--- src/logic/pll_serial_defines.vh ---
// Summary of operation
// [RQ1] Select 00 loads IF reference latch, 14-bit
// [RQ2] IF ref: divide 15:2, flags 17 to 21
// [RQ3] IF polarity 1 positive, 0 negative VCO
// [RQ4] IF pump three-state 1, normal 0
// [RQ5] IF gain: 0 low, 1 high current
// [RQ6] Select 01 loads IF A/B divider
// [RQ7] IF divider bit picks 8/9 or 16/17
// [RQ8] Select 10 loads RF reference latch, 14-bit
// [RQ9] RF polarity 1 positive, 0 negative VCO
// [RQ10] RF pump three-state 1, normal 0
// [RQ11] RF gain: 0 low, 1 high current
// [RQ12] Select 11 loads RF A/B divider
// [RQ13] RF divider bit picks 32/33 or 64/65
// [RQ14] RF divider gain bit enables fastlock
// [RQ15] Fastlock forces maximum RF pump current
// [RQ16] Fastlock drives damping resistor switch output
// [RQ17] Host clears gain bit to leave fastlock
// [RQ18] Shift on serial rise, latch on strobe rise
// [RQ19] Host serial clock at most 20 MHz
// [RQ20] Byte host sends three bytes, then strobe
// [RQ21] All four latches written before outputs active
// [RQ22] MSB first, two LSBs select latch
// [RQ23] IF bit 20: 0 is 8/9, 1 is 16/17
// [RQ24] RF bit 20: 0 is 64/65, 1 is 32/33
// [RQ25] Unaddressed latches hold; last 22 bits kept
`ifndef PLL_SERIAL_DEFINES_VH
`define PLL_SERIAL_DEFINES_VH

`define WORD_W        22
`define SEL_IF_REF    2'h0
`define SEL_IF_DIV    2'h1
`define SEL_RF_REF    2'h2
`define SEL_RF_DIV    2'h3
`define SEL_LSB       0
`define SEL_MSB       1
`define REF_LSB       2
`define REF_MSB       15
`define POL_BIT       17
`define GAIN_BIT      18
`define HIZ_BIT       19
`define LOCKDET_BIT   20
`define OUTSEL_BIT    21
`define SWAL_LSB      2
`define SWAL_MSB      7
`define MAIN_LSB      8
`define MAIN_MSB      18
`define FASTLOCK_BIT  19
`define MODULUS_BIT   20
`define PDOWN_BIT     21
`define LATCH_RESET   22'h000000
`define ALL_WRITTEN   4'hf

`endif

--- src/logic/pin_sync.v ---
`timescale 1ns/1ps
`default_nettype none

module pin_sync #(
  parameter WIDTH = 1
) (
  input  wire             clk,
  input  wire             rst,
  input  wire [WIDTH-1:0] pin_in,
  output wire [WIDTH-1:0] sync_out
);

  // ****************************************
  // Two-stage synchroniser
  // ****************************************
  reg [WIDTH-1:0] meta_ff;
  reg [WIDTH-1:0] sync_ff;

  // First stage is read only by the second stage
  always @(posedge clk) begin
    if (rst) begin
      meta_ff <= {WIDTH{1'b0}};
      sync_ff <= {WIDTH{1'b0}};
    end else begin
      meta_ff <= pin_in;
      sync_ff <= meta_ff;
    end
  end

  assign sync_out = sync_ff;

endmodule // pin_sync

`default_nettype wire

--- src/logic/pll_serial_latches.v ---
`timescale 1ns/1ps
`default_nettype none
`include "pll_serial_defines.vh"

module pll_serial_latches #(
  parameter WORD_W = `WORD_W
) (
  input  wire        clk,
  input  wire        rst,
  input  wire        serial_clk,
  input  wire        serial_data_in,
  input  wire        latch_strobe,
  output wire [13:0] if_ref_div,
  output wire        if_pd_sense,
  output wire        if_pump_gain,
  output wire        if_pump_hiz,
  output wire        if_lockdet_select,
  output wire        if_output_select,
  output wire [5:0]  if_swallow_count,
  output wire [10:0] if_main_count,
  output wire        if_modulus_select,
  output wire        if_powerdown,
  output wire [13:0] rf_ref_div,
  output wire        rf_pd_sense,
  output wire        rf_pump_gain,
  output wire        rf_pump_hiz,
  output wire [5:0]  rf_swallow_count,
  output wire [10:0] rf_main_count,
  output wire        rf_modulus_select,
  output wire        rf_powerdown,
  output wire        rf_fastlock_enable,
  output wire        rf_pump_max,
  output wire        fastlock_switch_out,
  output wire        outputs_active
);

  // ****************************************
  // Power-up states
  // ****************************************
  localparam [1:0] ST_UNCONFIG = 2'h1;
  localparam [1:0] ST_ACTIVE   = 2'h2;

  // ****************************************
  // Declarations
  // ****************************************
  wire [2:0]        pins_sync;
  wire              sclk_lvl;
  wire              serial_data_in_lvl;
  wire              strobe_lvl;
  wire              sclk_rise;
  wire              strobe_rise;
  wire [1:0]        sel_code;
  reg               sclk_prev_ff;
  reg               strobe_prev_ff;
  reg  [WORD_W-1:0] shift_ff;
  reg  [WORD_W-1:0] if_ref_ff;
  reg  [WORD_W-1:0] if_div_ff;
  reg  [WORD_W-1:0] rf_ref_ff;
  reg  [WORD_W-1:0] rf_div_ff;
  reg  [3:0]        written_ff;
  reg  [3:0]        nxt_written;
  reg  [1:0]        state_ff;
  reg  [1:0]        nxt_state;
  reg  [13:0]       if_ref_div_ff;
  reg               if_pd_sense_ff;
  reg               if_pump_gain_ff;
  reg               if_pump_hiz_ff;
  reg               if_lockdet_ff;
  reg               if_outsel_ff;
  reg  [5:0]        if_swallow_ff;
  reg  [10:0]       if_main_ff;
  reg               if_modulus_ff;
  reg               if_powerdown_ff;
  reg  [13:0]       rf_ref_div_ff;
  reg               rf_pd_sense_ff;
  reg               rf_pump_gain_ff;
  reg               rf_pump_hiz_ff;
  reg  [5:0]        rf_swallow_ff;
  reg  [10:0]       rf_main_ff;
  reg               rf_modulus_ff;
  reg               rf_powerdown_ff;
  reg               rf_fastlock_ff;
  reg               rf_pump_max_ff;
  reg               fastlock_sw_ff;
  reg               active_ff;

  // ****************************************
  // Pin synchronisation
  // ****************************************
  // Serial pins are asynchronous to clk; host clock is far slower
  pin_sync #(
    .WIDTH (3)
  ) u_pin_sync (
    .clk      (clk),
    .rst      (rst),
    .pin_in   ({latch_strobe, serial_data_in, serial_clk}),
    .sync_out (pins_sync)
  );

  assign sclk_lvl   = pins_sync[0];
  assign serial_data_in_lvl  = pins_sync[1];
  assign strobe_lvl = pins_sync[2];

  // ****************************************
  // Edge detection
  // ****************************************
  always @(posedge clk) begin
    if (rst) begin
      sclk_prev_ff   <= 1'b0;
      strobe_prev_ff <= 1'b0;
    end else begin
      sclk_prev_ff   <= sclk_lvl;
      strobe_prev_ff <= strobe_lvl;
    end
  end

  // Data was sampled alongside the clock, so it lines up with the edge
  assign sclk_rise   = sclk_lvl & ~sclk_prev_ff;
  assign strobe_rise = strobe_lvl & ~strobe_prev_ff;

  // ****************************************
  // Input shift register
  // ****************************************
  // Oldest bits fall off the top, so only the last word is kept
  always @(posedge clk) begin
    if (rst) begin
      shift_ff <= `LATCH_RESET;
    end else if (sclk_rise) begin
      shift_ff <= {shift_ff[WORD_W-2:0], serial_data_in_lvl}; // RQ18 RQ22 RQ25
    end
  end

  // Last two bits shifted in are the select code
  assign sel_code = shift_ff[`SEL_MSB:`SEL_LSB]; // RQ22

  // ****************************************
  // Latch transfer
  // ****************************************
  always @(posedge clk) begin
    if (rst) begin
      if_ref_ff <= `LATCH_RESET;
      if_div_ff <= `LATCH_RESET;
      rf_ref_ff <= `LATCH_RESET;
      rf_div_ff <= `LATCH_RESET;
    end else if (strobe_rise) begin // RQ18
      // Latches not selected keep their contents
      case (sel_code)
        `SEL_IF_REF: begin
          if_ref_ff <= shift_ff; // RQ1
        end
        `SEL_IF_DIV: begin
          if_div_ff <= shift_ff; // RQ6
        end
        `SEL_RF_REF: begin
          rf_ref_ff <= shift_ff; // RQ8
        end
        `SEL_RF_DIV: begin
          rf_div_ff <= shift_ff; // RQ12 RQ25
        end
        default: begin
          if_ref_ff <= if_ref_ff;
        end
      endcase
    end
  end

  // ****************************************
  // Power-up tracking
  // ****************************************
  always @* begin
    nxt_written = written_ff;
    if (strobe_rise) begin
      case (sel_code)
        `SEL_IF_REF: nxt_written = written_ff | 4'h1;
        `SEL_IF_DIV: nxt_written = written_ff | 4'h2;
        `SEL_RF_REF: nxt_written = written_ff | 4'h4;
        `SEL_RF_DIV: nxt_written = written_ff | 4'h8;
        default:     nxt_written = written_ff;
      endcase
    end
  end

  always @* begin
    nxt_state = state_ff;
    case (state_ff)
      ST_UNCONFIG: begin
        if (written_ff == `ALL_WRITTEN) begin
          nxt_state = ST_ACTIVE; // RQ21
        end
      end
      ST_ACTIVE: begin
        nxt_state = ST_ACTIVE;
      end
      default: begin
        nxt_state = ST_UNCONFIG;
      end
    endcase
  end

  always @(posedge clk) begin
    if (rst) begin
      written_ff <= 4'h0;
      state_ff   <= ST_UNCONFIG;
    end else begin
      written_ff <= nxt_written;
      state_ff   <= nxt_state;
    end
  end

  // ****************************************
  // Field decode
  // ****************************************
  // Pump release and fastlock wait until all four latches are loaded
  wire              configured;
  wire [13:0]       nxt_if_ref_div;
  wire              nxt_if_pd_sense;
  wire              nxt_if_pump_gain;
  wire              nxt_if_pump_hiz;
  wire              nxt_if_lockdet;
  wire              nxt_if_outsel;
  wire [5:0]        nxt_if_swallow;
  wire [10:0]       nxt_if_main;
  wire              nxt_if_modulus;
  wire              nxt_if_powerdown;
  wire [13:0]       nxt_rf_ref_div;
  wire              nxt_rf_pd_sense;
  wire              nxt_rf_pump_gain;
  wire              nxt_rf_pump_hiz;
  wire [5:0]        nxt_rf_swallow;
  wire [10:0]       nxt_rf_main;
  wire              nxt_rf_modulus;
  wire              nxt_rf_powerdown;
  wire              nxt_rf_fastlock;
  wire              nxt_rf_pump_max;
  wire              nxt_fastlock_sw;
  wire              nxt_active;

  assign configured       = state_ff[1]; // RQ21
  assign nxt_if_ref_div   = if_ref_ff[`REF_MSB:`REF_LSB]; // RQ1 RQ2
  assign nxt_if_pd_sense  = if_ref_ff[`POL_BIT]; // RQ3
  assign nxt_if_pump_gain = if_ref_ff[`GAIN_BIT]; // RQ5
  assign nxt_if_pump_hiz  = if_ref_ff[`HIZ_BIT] | ~configured; // RQ4 RQ21
  assign nxt_if_lockdet   = if_ref_ff[`LOCKDET_BIT]; // RQ2
  assign nxt_if_outsel    = if_ref_ff[`OUTSEL_BIT]; // RQ2
  assign nxt_if_swallow   = if_div_ff[`SWAL_MSB:`SWAL_LSB]; // RQ6
  assign nxt_if_main      = if_div_ff[`MAIN_MSB:`MAIN_LSB]; // RQ6
  assign nxt_if_modulus   = if_div_ff[`MODULUS_BIT]; // RQ7 RQ23
  assign nxt_if_powerdown = if_div_ff[`PDOWN_BIT];
  assign nxt_rf_ref_div   = rf_ref_ff[`REF_MSB:`REF_LSB]; // RQ8
  assign nxt_rf_pd_sense  = rf_ref_ff[`POL_BIT]; // RQ9
  assign nxt_rf_pump_gain = rf_ref_ff[`GAIN_BIT]; // RQ11
  assign nxt_rf_pump_hiz  = rf_ref_ff[`HIZ_BIT] | ~configured; // RQ10 RQ21
  assign nxt_rf_swallow   = rf_div_ff[`SWAL_MSB:`SWAL_LSB]; // RQ12
  assign nxt_rf_main      = rf_div_ff[`MAIN_MSB:`MAIN_LSB]; // RQ12
  assign nxt_rf_modulus   = rf_div_ff[`MODULUS_BIT]; // RQ13 RQ24
  assign nxt_rf_powerdown = rf_div_ff[`PDOWN_BIT];
  assign nxt_rf_fastlock  = rf_div_ff[`FASTLOCK_BIT] & configured; // RQ14 RQ17
  assign nxt_rf_pump_max  = nxt_rf_pump_gain | nxt_rf_fastlock; // RQ15
  assign nxt_fastlock_sw  = nxt_rf_fastlock; // RQ16
  assign nxt_active       = configured; // RQ21

  // ****************************************
  // IF output registers
  // ****************************************
  // Until configured the pump stays three-stated and fastlock off
  always @(posedge clk) begin
    if (rst) begin
      if_ref_div_ff   <= 14'h0000;
      if_pd_sense_ff  <= 1'b0;
      if_pump_gain_ff <= 1'b0;
      if_pump_hiz_ff  <= 1'b1;
      if_lockdet_ff   <= 1'b0;
      if_outsel_ff    <= 1'b0;
      if_swallow_ff   <= 6'h00;
      if_main_ff      <= 11'h000;
      if_modulus_ff   <= 1'b0;
      if_powerdown_ff <= 1'b0;
    end else begin
      if_ref_div_ff   <= nxt_if_ref_div; // RQ1 RQ2
      if_pd_sense_ff  <= nxt_if_pd_sense; // RQ3
      if_pump_gain_ff <= nxt_if_pump_gain; // RQ5
      if_pump_hiz_ff  <= nxt_if_pump_hiz; // RQ4 RQ21
      if_lockdet_ff   <= nxt_if_lockdet; // RQ2
      if_outsel_ff    <= nxt_if_outsel; // RQ2
      if_swallow_ff   <= nxt_if_swallow; // RQ6
      if_main_ff      <= nxt_if_main; // RQ6
      if_modulus_ff   <= nxt_if_modulus; // RQ7 RQ23
      if_powerdown_ff <= nxt_if_powerdown;
    end
  end

  // ****************************************
  // RF output registers
  // ****************************************
  // Fastlock lasts until the host rewrites the divider with it clear
  always @(posedge clk) begin
    if (rst) begin
      rf_ref_div_ff   <= 14'h0000;
      rf_pd_sense_ff  <= 1'b0;
      rf_pump_gain_ff <= 1'b0;
      rf_pump_hiz_ff  <= 1'b1;
      rf_swallow_ff   <= 6'h00;
      rf_main_ff      <= 11'h000;
      rf_modulus_ff   <= 1'b0;
      rf_powerdown_ff <= 1'b0;
      rf_fastlock_ff  <= 1'b0;
      rf_pump_max_ff  <= 1'b0;
      fastlock_sw_ff  <= 1'b0;
    end else begin
      rf_ref_div_ff   <= nxt_rf_ref_div; // RQ8
      rf_pd_sense_ff  <= nxt_rf_pd_sense; // RQ9
      rf_pump_gain_ff <= nxt_rf_pump_gain; // RQ11
      rf_pump_hiz_ff  <= nxt_rf_pump_hiz; // RQ10 RQ21
      rf_swallow_ff   <= nxt_rf_swallow; // RQ12
      rf_main_ff      <= nxt_rf_main; // RQ12
      rf_modulus_ff   <= nxt_rf_modulus; // RQ13 RQ24
      rf_powerdown_ff <= nxt_rf_powerdown;
      rf_fastlock_ff  <= nxt_rf_fastlock; // RQ14 RQ17
      rf_pump_max_ff  <= nxt_rf_pump_max; // RQ15
      fastlock_sw_ff  <= nxt_fastlock_sw; // RQ16
    end
  end

  always @(posedge clk) begin
    if (rst) begin
      active_ff <= 1'b0;
    end else begin
      active_ff <= nxt_active; // RQ21
    end
  end

  // ****************************************
  // Outputs
  // ****************************************
  assign if_ref_div          = if_ref_div_ff;
  assign if_pd_sense         = if_pd_sense_ff;
  assign if_pump_gain        = if_pump_gain_ff;
  assign if_pump_hiz         = if_pump_hiz_ff;
  assign if_lockdet_select   = if_lockdet_ff;
  assign if_output_select    = if_outsel_ff;
  assign if_swallow_count    = if_swallow_ff;
  assign if_main_count       = if_main_ff;
  assign if_modulus_select   = if_modulus_ff;
  assign if_powerdown        = if_powerdown_ff;
  assign rf_ref_div          = rf_ref_div_ff;
  assign rf_pd_sense         = rf_pd_sense_ff;
  assign rf_pump_gain        = rf_pump_gain_ff;
  assign rf_pump_hiz         = rf_pump_hiz_ff;
  assign rf_swallow_count    = rf_swallow_ff;
  assign rf_main_count       = rf_main_ff;
  assign rf_modulus_select   = rf_modulus_ff;
  assign rf_powerdown        = rf_powerdown_ff;
  assign rf_fastlock_enable  = rf_fastlock_ff;
  assign rf_pump_max         = rf_pump_max_ff;
  assign fastlock_switch_out = fastlock_sw_ff;
  assign outputs_active      = active_ff;

endmodule // pll_serial_latches

`default_nettype wire

--- config.mk ---
export PLATFORM = sky130hd
export DESIGN_NAME = pll_serial_latches
export DESIGN_NICKNAME = d
export VERILOG_FILES = /design/src/logic/pin_sync.v /design/src/logic/pll_serial_latches.v
export VERILOG_INCLUDE_DIRS = /design/src /design/src/logic
export SDC_FILE = /design/constraint.sdc
export NUM_CORES = 1
export LEC_CHECK = 0
export ABC_AREA = 1
export ABC_CLOCK_PERIOD_IN_PS = 1300
export BUFFER_PORTS_ARGS = -buffer_cell sky130_fd_sc_hd__buf_2
export CORE_UTILIZATION = 50
export CTS_CLUSTER_SIZE = 24
export DETAILED_ROUTE_END_ITERATION = 10
export PLACE_DENSITY = 0.73
export SKIP_LAST_GASP = 1
export SYNTH_ARGS = -nofsm -noshare
export SYNTH_HDL_FRONTEND = slang
export SYNTH_HIERARCHICAL = 1
export SYNTH_SLANG_ARGS = --single-unit
export TNS_END_PERCENT = 10
--- constraint.sdc ---
create_clock -name clk -period 1.3 [get_ports clk]
set_input_delay 0.065 -clock clk [delete_from_list [all_inputs] [get_ports clk]]
set_output_delay 0.065 -clock clk [all_outputs]
set_load 0.02 [all_outputs]
# Yosys cells after proc, flatten, opt, wreduce, memory -nomap -nowiden
# Index checks and enable logic that the tools add are counted.
[totals]
reg_bits = 199
wordCells = 67
output_inout_bits = 78
inputBits = 5
[classes]
muxes = 3
bitwise_logic = 13
n_reduce_logical = 9
eq_ne = 7
[op_table]
columns = ["operator", "count"]
rows = [
  ["$pmux 4 s4", 1],
  ["$reduce_and 4->1", 4],
  ["$reduce_and 2->1", 4],
  ["$not 1->1", 7],
  ["$eq 2x2->1 const B", 3],
  ["$eq 2x1->1 const B", 2],
  ["$eq 4x4->1 const B", 1],
  ["$pmux 2 s2", 1],
  ["$and 1x1->1", 3],
  ["$or 1x1->1", 3],
  ["$logic_not 2->1", 1],
  ["$mux 2", 1],
  ["$ne 2x2->1 const B", 1],
]

# Longest topological paths before layout
[depth]
depth_word = 3
ltp_mapped = 8
ltp_nobuf = 7

# By module
# The synthesis kept the hierarchy.
[by_module_without_submodules]
columns = ["mod", "seq_area_each_um2", "cells_each", "area_per_inst_um2", "n_inst"]
rows = [
  ["pll_serial_latches", 3643.5, 721, 5949.5, 1],
  ["pin_sync", 120.1, 18, 165.2, 1],
]

# Worst setup path before layout
# Ideal clock, no wire load.
[synth_path]
kind = "reg-to-reg"
from = "reg shift_ff[0]"
to = "reg if_ref_ff[19]"
synth_period_minus_slack_ns = 1.310
path_stages_with_launch = 9
n_path_buf = 2
setup_time_ns = 0.116
required_ns = 1.184
arrival_ns = 1.194
setup_slack_ns = -0.010
path_cell_list = "dfxtp_1 -> inv_1 -> ha_1 -> inv_1 -> nor2_4 -> buf_6 -> buf_6 -> o21ai_0 -> nor2_1"
[synth_between]
elab_chain_len = 2
[synth_lines]
columns = ["item", "line", "source"]
rows = [
  ["start, declared", "pll_serial_latches.v:55", "reg [WORD_W-1:0] shift_ff;"],
  ["start signal, assigned", "pll_serial_latches.v:127", "shift_ff <= `LATCH_RESET;"],
  ["start signal, assigned", "pll_serial_latches.v:129", "shift_ff <= {shift_ff[WORD_W-2:0], serial_data_in_lvl};"],
  ["$logic_not 2->1", "pll_serial_latches.v:147", "case (sel_code)"],
  ["$reduce_and 2->1 (no source line)", "-", ""],
  ["end signal, assigned", "pll_serial_latches.v:141", "if_ref_ff <= `LATCH_RESET;"],
  ["end signal, assigned", "pll_serial_latches.v:149", "if_ref_ff <= shift_ff;"],
  ["end signal, assigned", "pll_serial_latches.v:161", "if_ref_ff <= if_ref_ff;"],
  ["end, declared", "pll_serial_latches.v:56", "reg [WORD_W-1:0] if_ref_ff;"],
]
# Every way passes these cells.
# A chain may end at the register's enable or synchronous reset.

# Final worst setup path
[layout_path]
from = "reg shift_ff[0]"
to = "reg if_ref_ff[13]"
# The elaborated chain is that of the path after synthesis.

==> results by group <==
Layout
  – Nets: 843
  – Antenna Cells: 0
  – Fin util: 63.7%
  – Fin area: 7620 um^2
  – Proportion of layout cells with a drive suffix above 1: 20.3%
  – Filler-free cell count of the finished design: 993
  – Area Overhead vs Synth: 24.6%

Routing
  – Drc violations: 0
  – Initial DRC count: 376
  – Routed vias: 4620
  – DRT antenna net count: 0
  – Vias per inst: 4.65
  – Routed wire length: 12400 um
  – Drt pass-1 iters: 5
  – Wire length per cell: 12.5 um

Synth
  – Simple-gate share of the synthesized area: 19.7%
  – Dominant synthesized flop cell: dfxtp_1
  – Compound-Gate Fraction of Synth Area: 8.43%
  – Top-count cell post-synth: nor2_1
  – Cell Area, Synth: 6110 um^2
  – Sequential area share after synthesis: 61.6%
  – Top cell type's share of synthesized area: 61.6%
  – Dominant cell type by area after synthesis: dfxtp_1
  – Adder-Cell Fraction of Synth Area: 1.02%
  – Synth Area in XOR/XNOR: 0%
  – Gate Count Post-Synth: 739
  – Syn Area/Cell: 8.27 um^2
  – Synth top area cells: dfxtp_1, nor2_1, o21ai_0
  – Ys async rst share: 0%
  – Main combinational cell family by area after synthesis: simple AND/OR/NAND/NOR gates
  – Syn Nets: 749
  – Yosys warning count: 6
  – Number of flops mapped to enable cells by yosys: 0
  – Multiplexer area fraction after synthesis: 0%
  – Top cells by count, synth: nor2_1, dfxtp_1, inv_1
  – Netlist cell types: 20
  – #FFs+latches synth: 188

Place
  – Place WS: -0.0849 ns
  – Placed instance area: 6720 um^2
  – DPL Wire Length: 7430 um
  – GP Congestion: 0.830
  – Number of I/O port buffers: 82
  – Cell count after placement: 946

Power
  – Pwr Density: 1600 nW/um^2
  – Comb power frac: 4.9%
  – Worst vdd ir: 0.000722 V
  – Sw frac: 22.0%
  – Clock power share: 45.7%
  – Internal power: 9.53 mW
  – Static Leak: 3.59 nW
  – Power Total: 12.2 mW
  – Sequential power share: 49.5%
  – Net switching power figure: 2.68 mW

Die
  – Die Wd: 113 um
  – Die Y: 113 um
  – Core Region: 12000 um^2
  – Rows: 40
  – DIE AREA: 12700 um^2
  – I/O Pins: 83
  – Initial cell density of the core: 51.1%

Clock network
  – Root buffer cell: clkbuf_16
  – CTS tree: done
  – H-tree Lvls: 4
  – Clk buf depth: 2
  – Clock slew at reported path FFs: 0.07 ns
  – CTS Buf Count: 17
  – Worst skew pair latency: 0.43 ns
  – CTS Sinks: 188

Timing
  – Setup TNS: -0.00334 ns
  – Worst-Margin Slew: 0.375 ns
  – Fin Hold WS: 0.0665 ns
  – Worst setup margin: -0.00334 ns
  – Period utilization: 100%
  – Final setup vio count: 1
  – Hold Fails Final Rpt: 0
  – Fin. max-slew vios: 0
  – Clock skew: 0.00941 ns
  – Min Tclk post-route: 1.30 ns
  – Rel. slew slack: 75.0%
  – RSZ-0062 raised after global routing: true
  – Max Fclk: 767 MHz

Outcome
  – Status: finished, violations left
  – Failing checks: setup timing

GRT
  – Pin count of the biggest net entering global routing: 85
  – First-pass GRT wire length: 20200 um
  – Vias in the first global route: 4189
  – Global Route Usage Sum: 20.6%
  – Grt total ovfl: 0
  – Initial antenna violation count: 0

Worst setup path
  – Crit Path Max Fanout: 7
  – Crit end category: register
  – Startpoint types: register
  – Critical Path RT: 1.63 ns
  – Flop-to-flop setup slack: -0.003 ns
  – Critical path start-end classification: reg2reg
  – Worst path arrival time: 1.63 ns

Worst hold path
  – Tightest Hold Check Type: in2reg

Job
  – Max Cap Viol: 0
==> placed cells by master, fill, tap and decap left out, types with 4 or more instances in the layout <==
cell       instances
a21oi_1            4
buf_12            10
buf_2             83
buf_4             11
bufinv_16          4
clkbuf_16         19
dfxtp_1          185
inv_1             88
inv_2              7
inv_6              4
nand2_1           10
nor2_1           283
nor2_4             4
o21ai_0           63
o21ai_1           30
o21ai_2            5
==> power groups by stage <==
| stage | sequential, mW | combinational, mW | clock (mW) |
|---|---|---|---|
| finish | 6.04 | 0.594 | 5.58 |
| global route | 6.05 | 0.677 | 5.92 |
| CTS | 6.03 | 0.550 | 5.66 |
| detailed placement | 6.16 | 0.528 | 0 |
| global placement | 6.16 | 0.518 | 0 |
| floorplan | 6.16 | 0.341 | 0 |
==> timing repair <==
| action | 4_1_cts | 5_1_grt |
|---|---|---|
| gates cloned | 0 | 3 |
| setup endpoints to repair | 69 | 78 |
| pin swaps | 2 | 5 |
| hold endpoints to repair | 3 | 0 |
| gates resized for setup | 4 | 56 |
| buffers inserted | 3 | 6 |
| hold buffers | 3 | 0 |
==> per-layer routing <==
layer	global-route usage, %	part of all wire, %	up-vias
met5	0	0	-
met1	27.4	47	2053
met4	7.73	1.5	0
met2	32.1	45	134
li1	-	-	2421
met3	5.67	6.5	12
==> area by class of cell <==
type	instances	area (um^2)
clock inverters	12	184
multi-input cells	417	1840
inverters	98	380
flip-flops and latches	188	3770
repair buffers	111	801
clock buffers	20	467
fillers	1000	4340
well taps	147	184
==> sequential cells by signal, indices dropped and copies added (netlist names), 2 cells and up <==
| register | flops |
|---|---|
| u_pin_sync/meta_ff | 3 |
| rf_ref_ff | 17 |
| u_pin_sync/sync_out | 3 |
| shift_ff | 22 |
| if_div_ff | 19 |
| if_main_count | 11 |
| rf_swallow_count | 6 |
| if_ref_ff | 19 |
| if_ref_div | 14 |
| rf_ref_div | 14 |
| rf_div_ff | 20 |
| rf_main_count | 11 |
| written_ff | 4 |
| state_ff | 2 |
| if_swallow_count | 6 |
==> worst paths after layout <==
| path | start | end | cells after the start |
|---|---|---|---|
| max reg2reg | shift_ff[0] | if_ref_ff[13] | 8 |
| min reg2reg | u_pin_sync/meta_ff[2] | u_pin_sync/sync_out[2] | 2 |
| min | rst | written_ff[3] | 4 |
| max | shift_ff[0] | if_ref_ff[13] | 8 |
==> cells by family (layout without fill, tap and decap cells) <==
kind of cell             Yosys count  count (layout)
AO/OA/AOI/OAI                    103             103
adder cells (fa/ha/maj)            5               5
buffers and inverters            134             241
flip-flops                       188             188
AND/OR/NAND/NOR                  309             309
==> critical path: stages (launching register included) <==
cell,delay (ns)
dfxtp_2,0.36
inv_2,0.06
ha_2,0.18
inv_2,0.08
nor2_4,0.05
buf_12,0.13
clkbuf_16,0.16
o21ai_1,0.12
nor2_1,0.05
No activity file was read; power rests on OpenSTA's default activity.
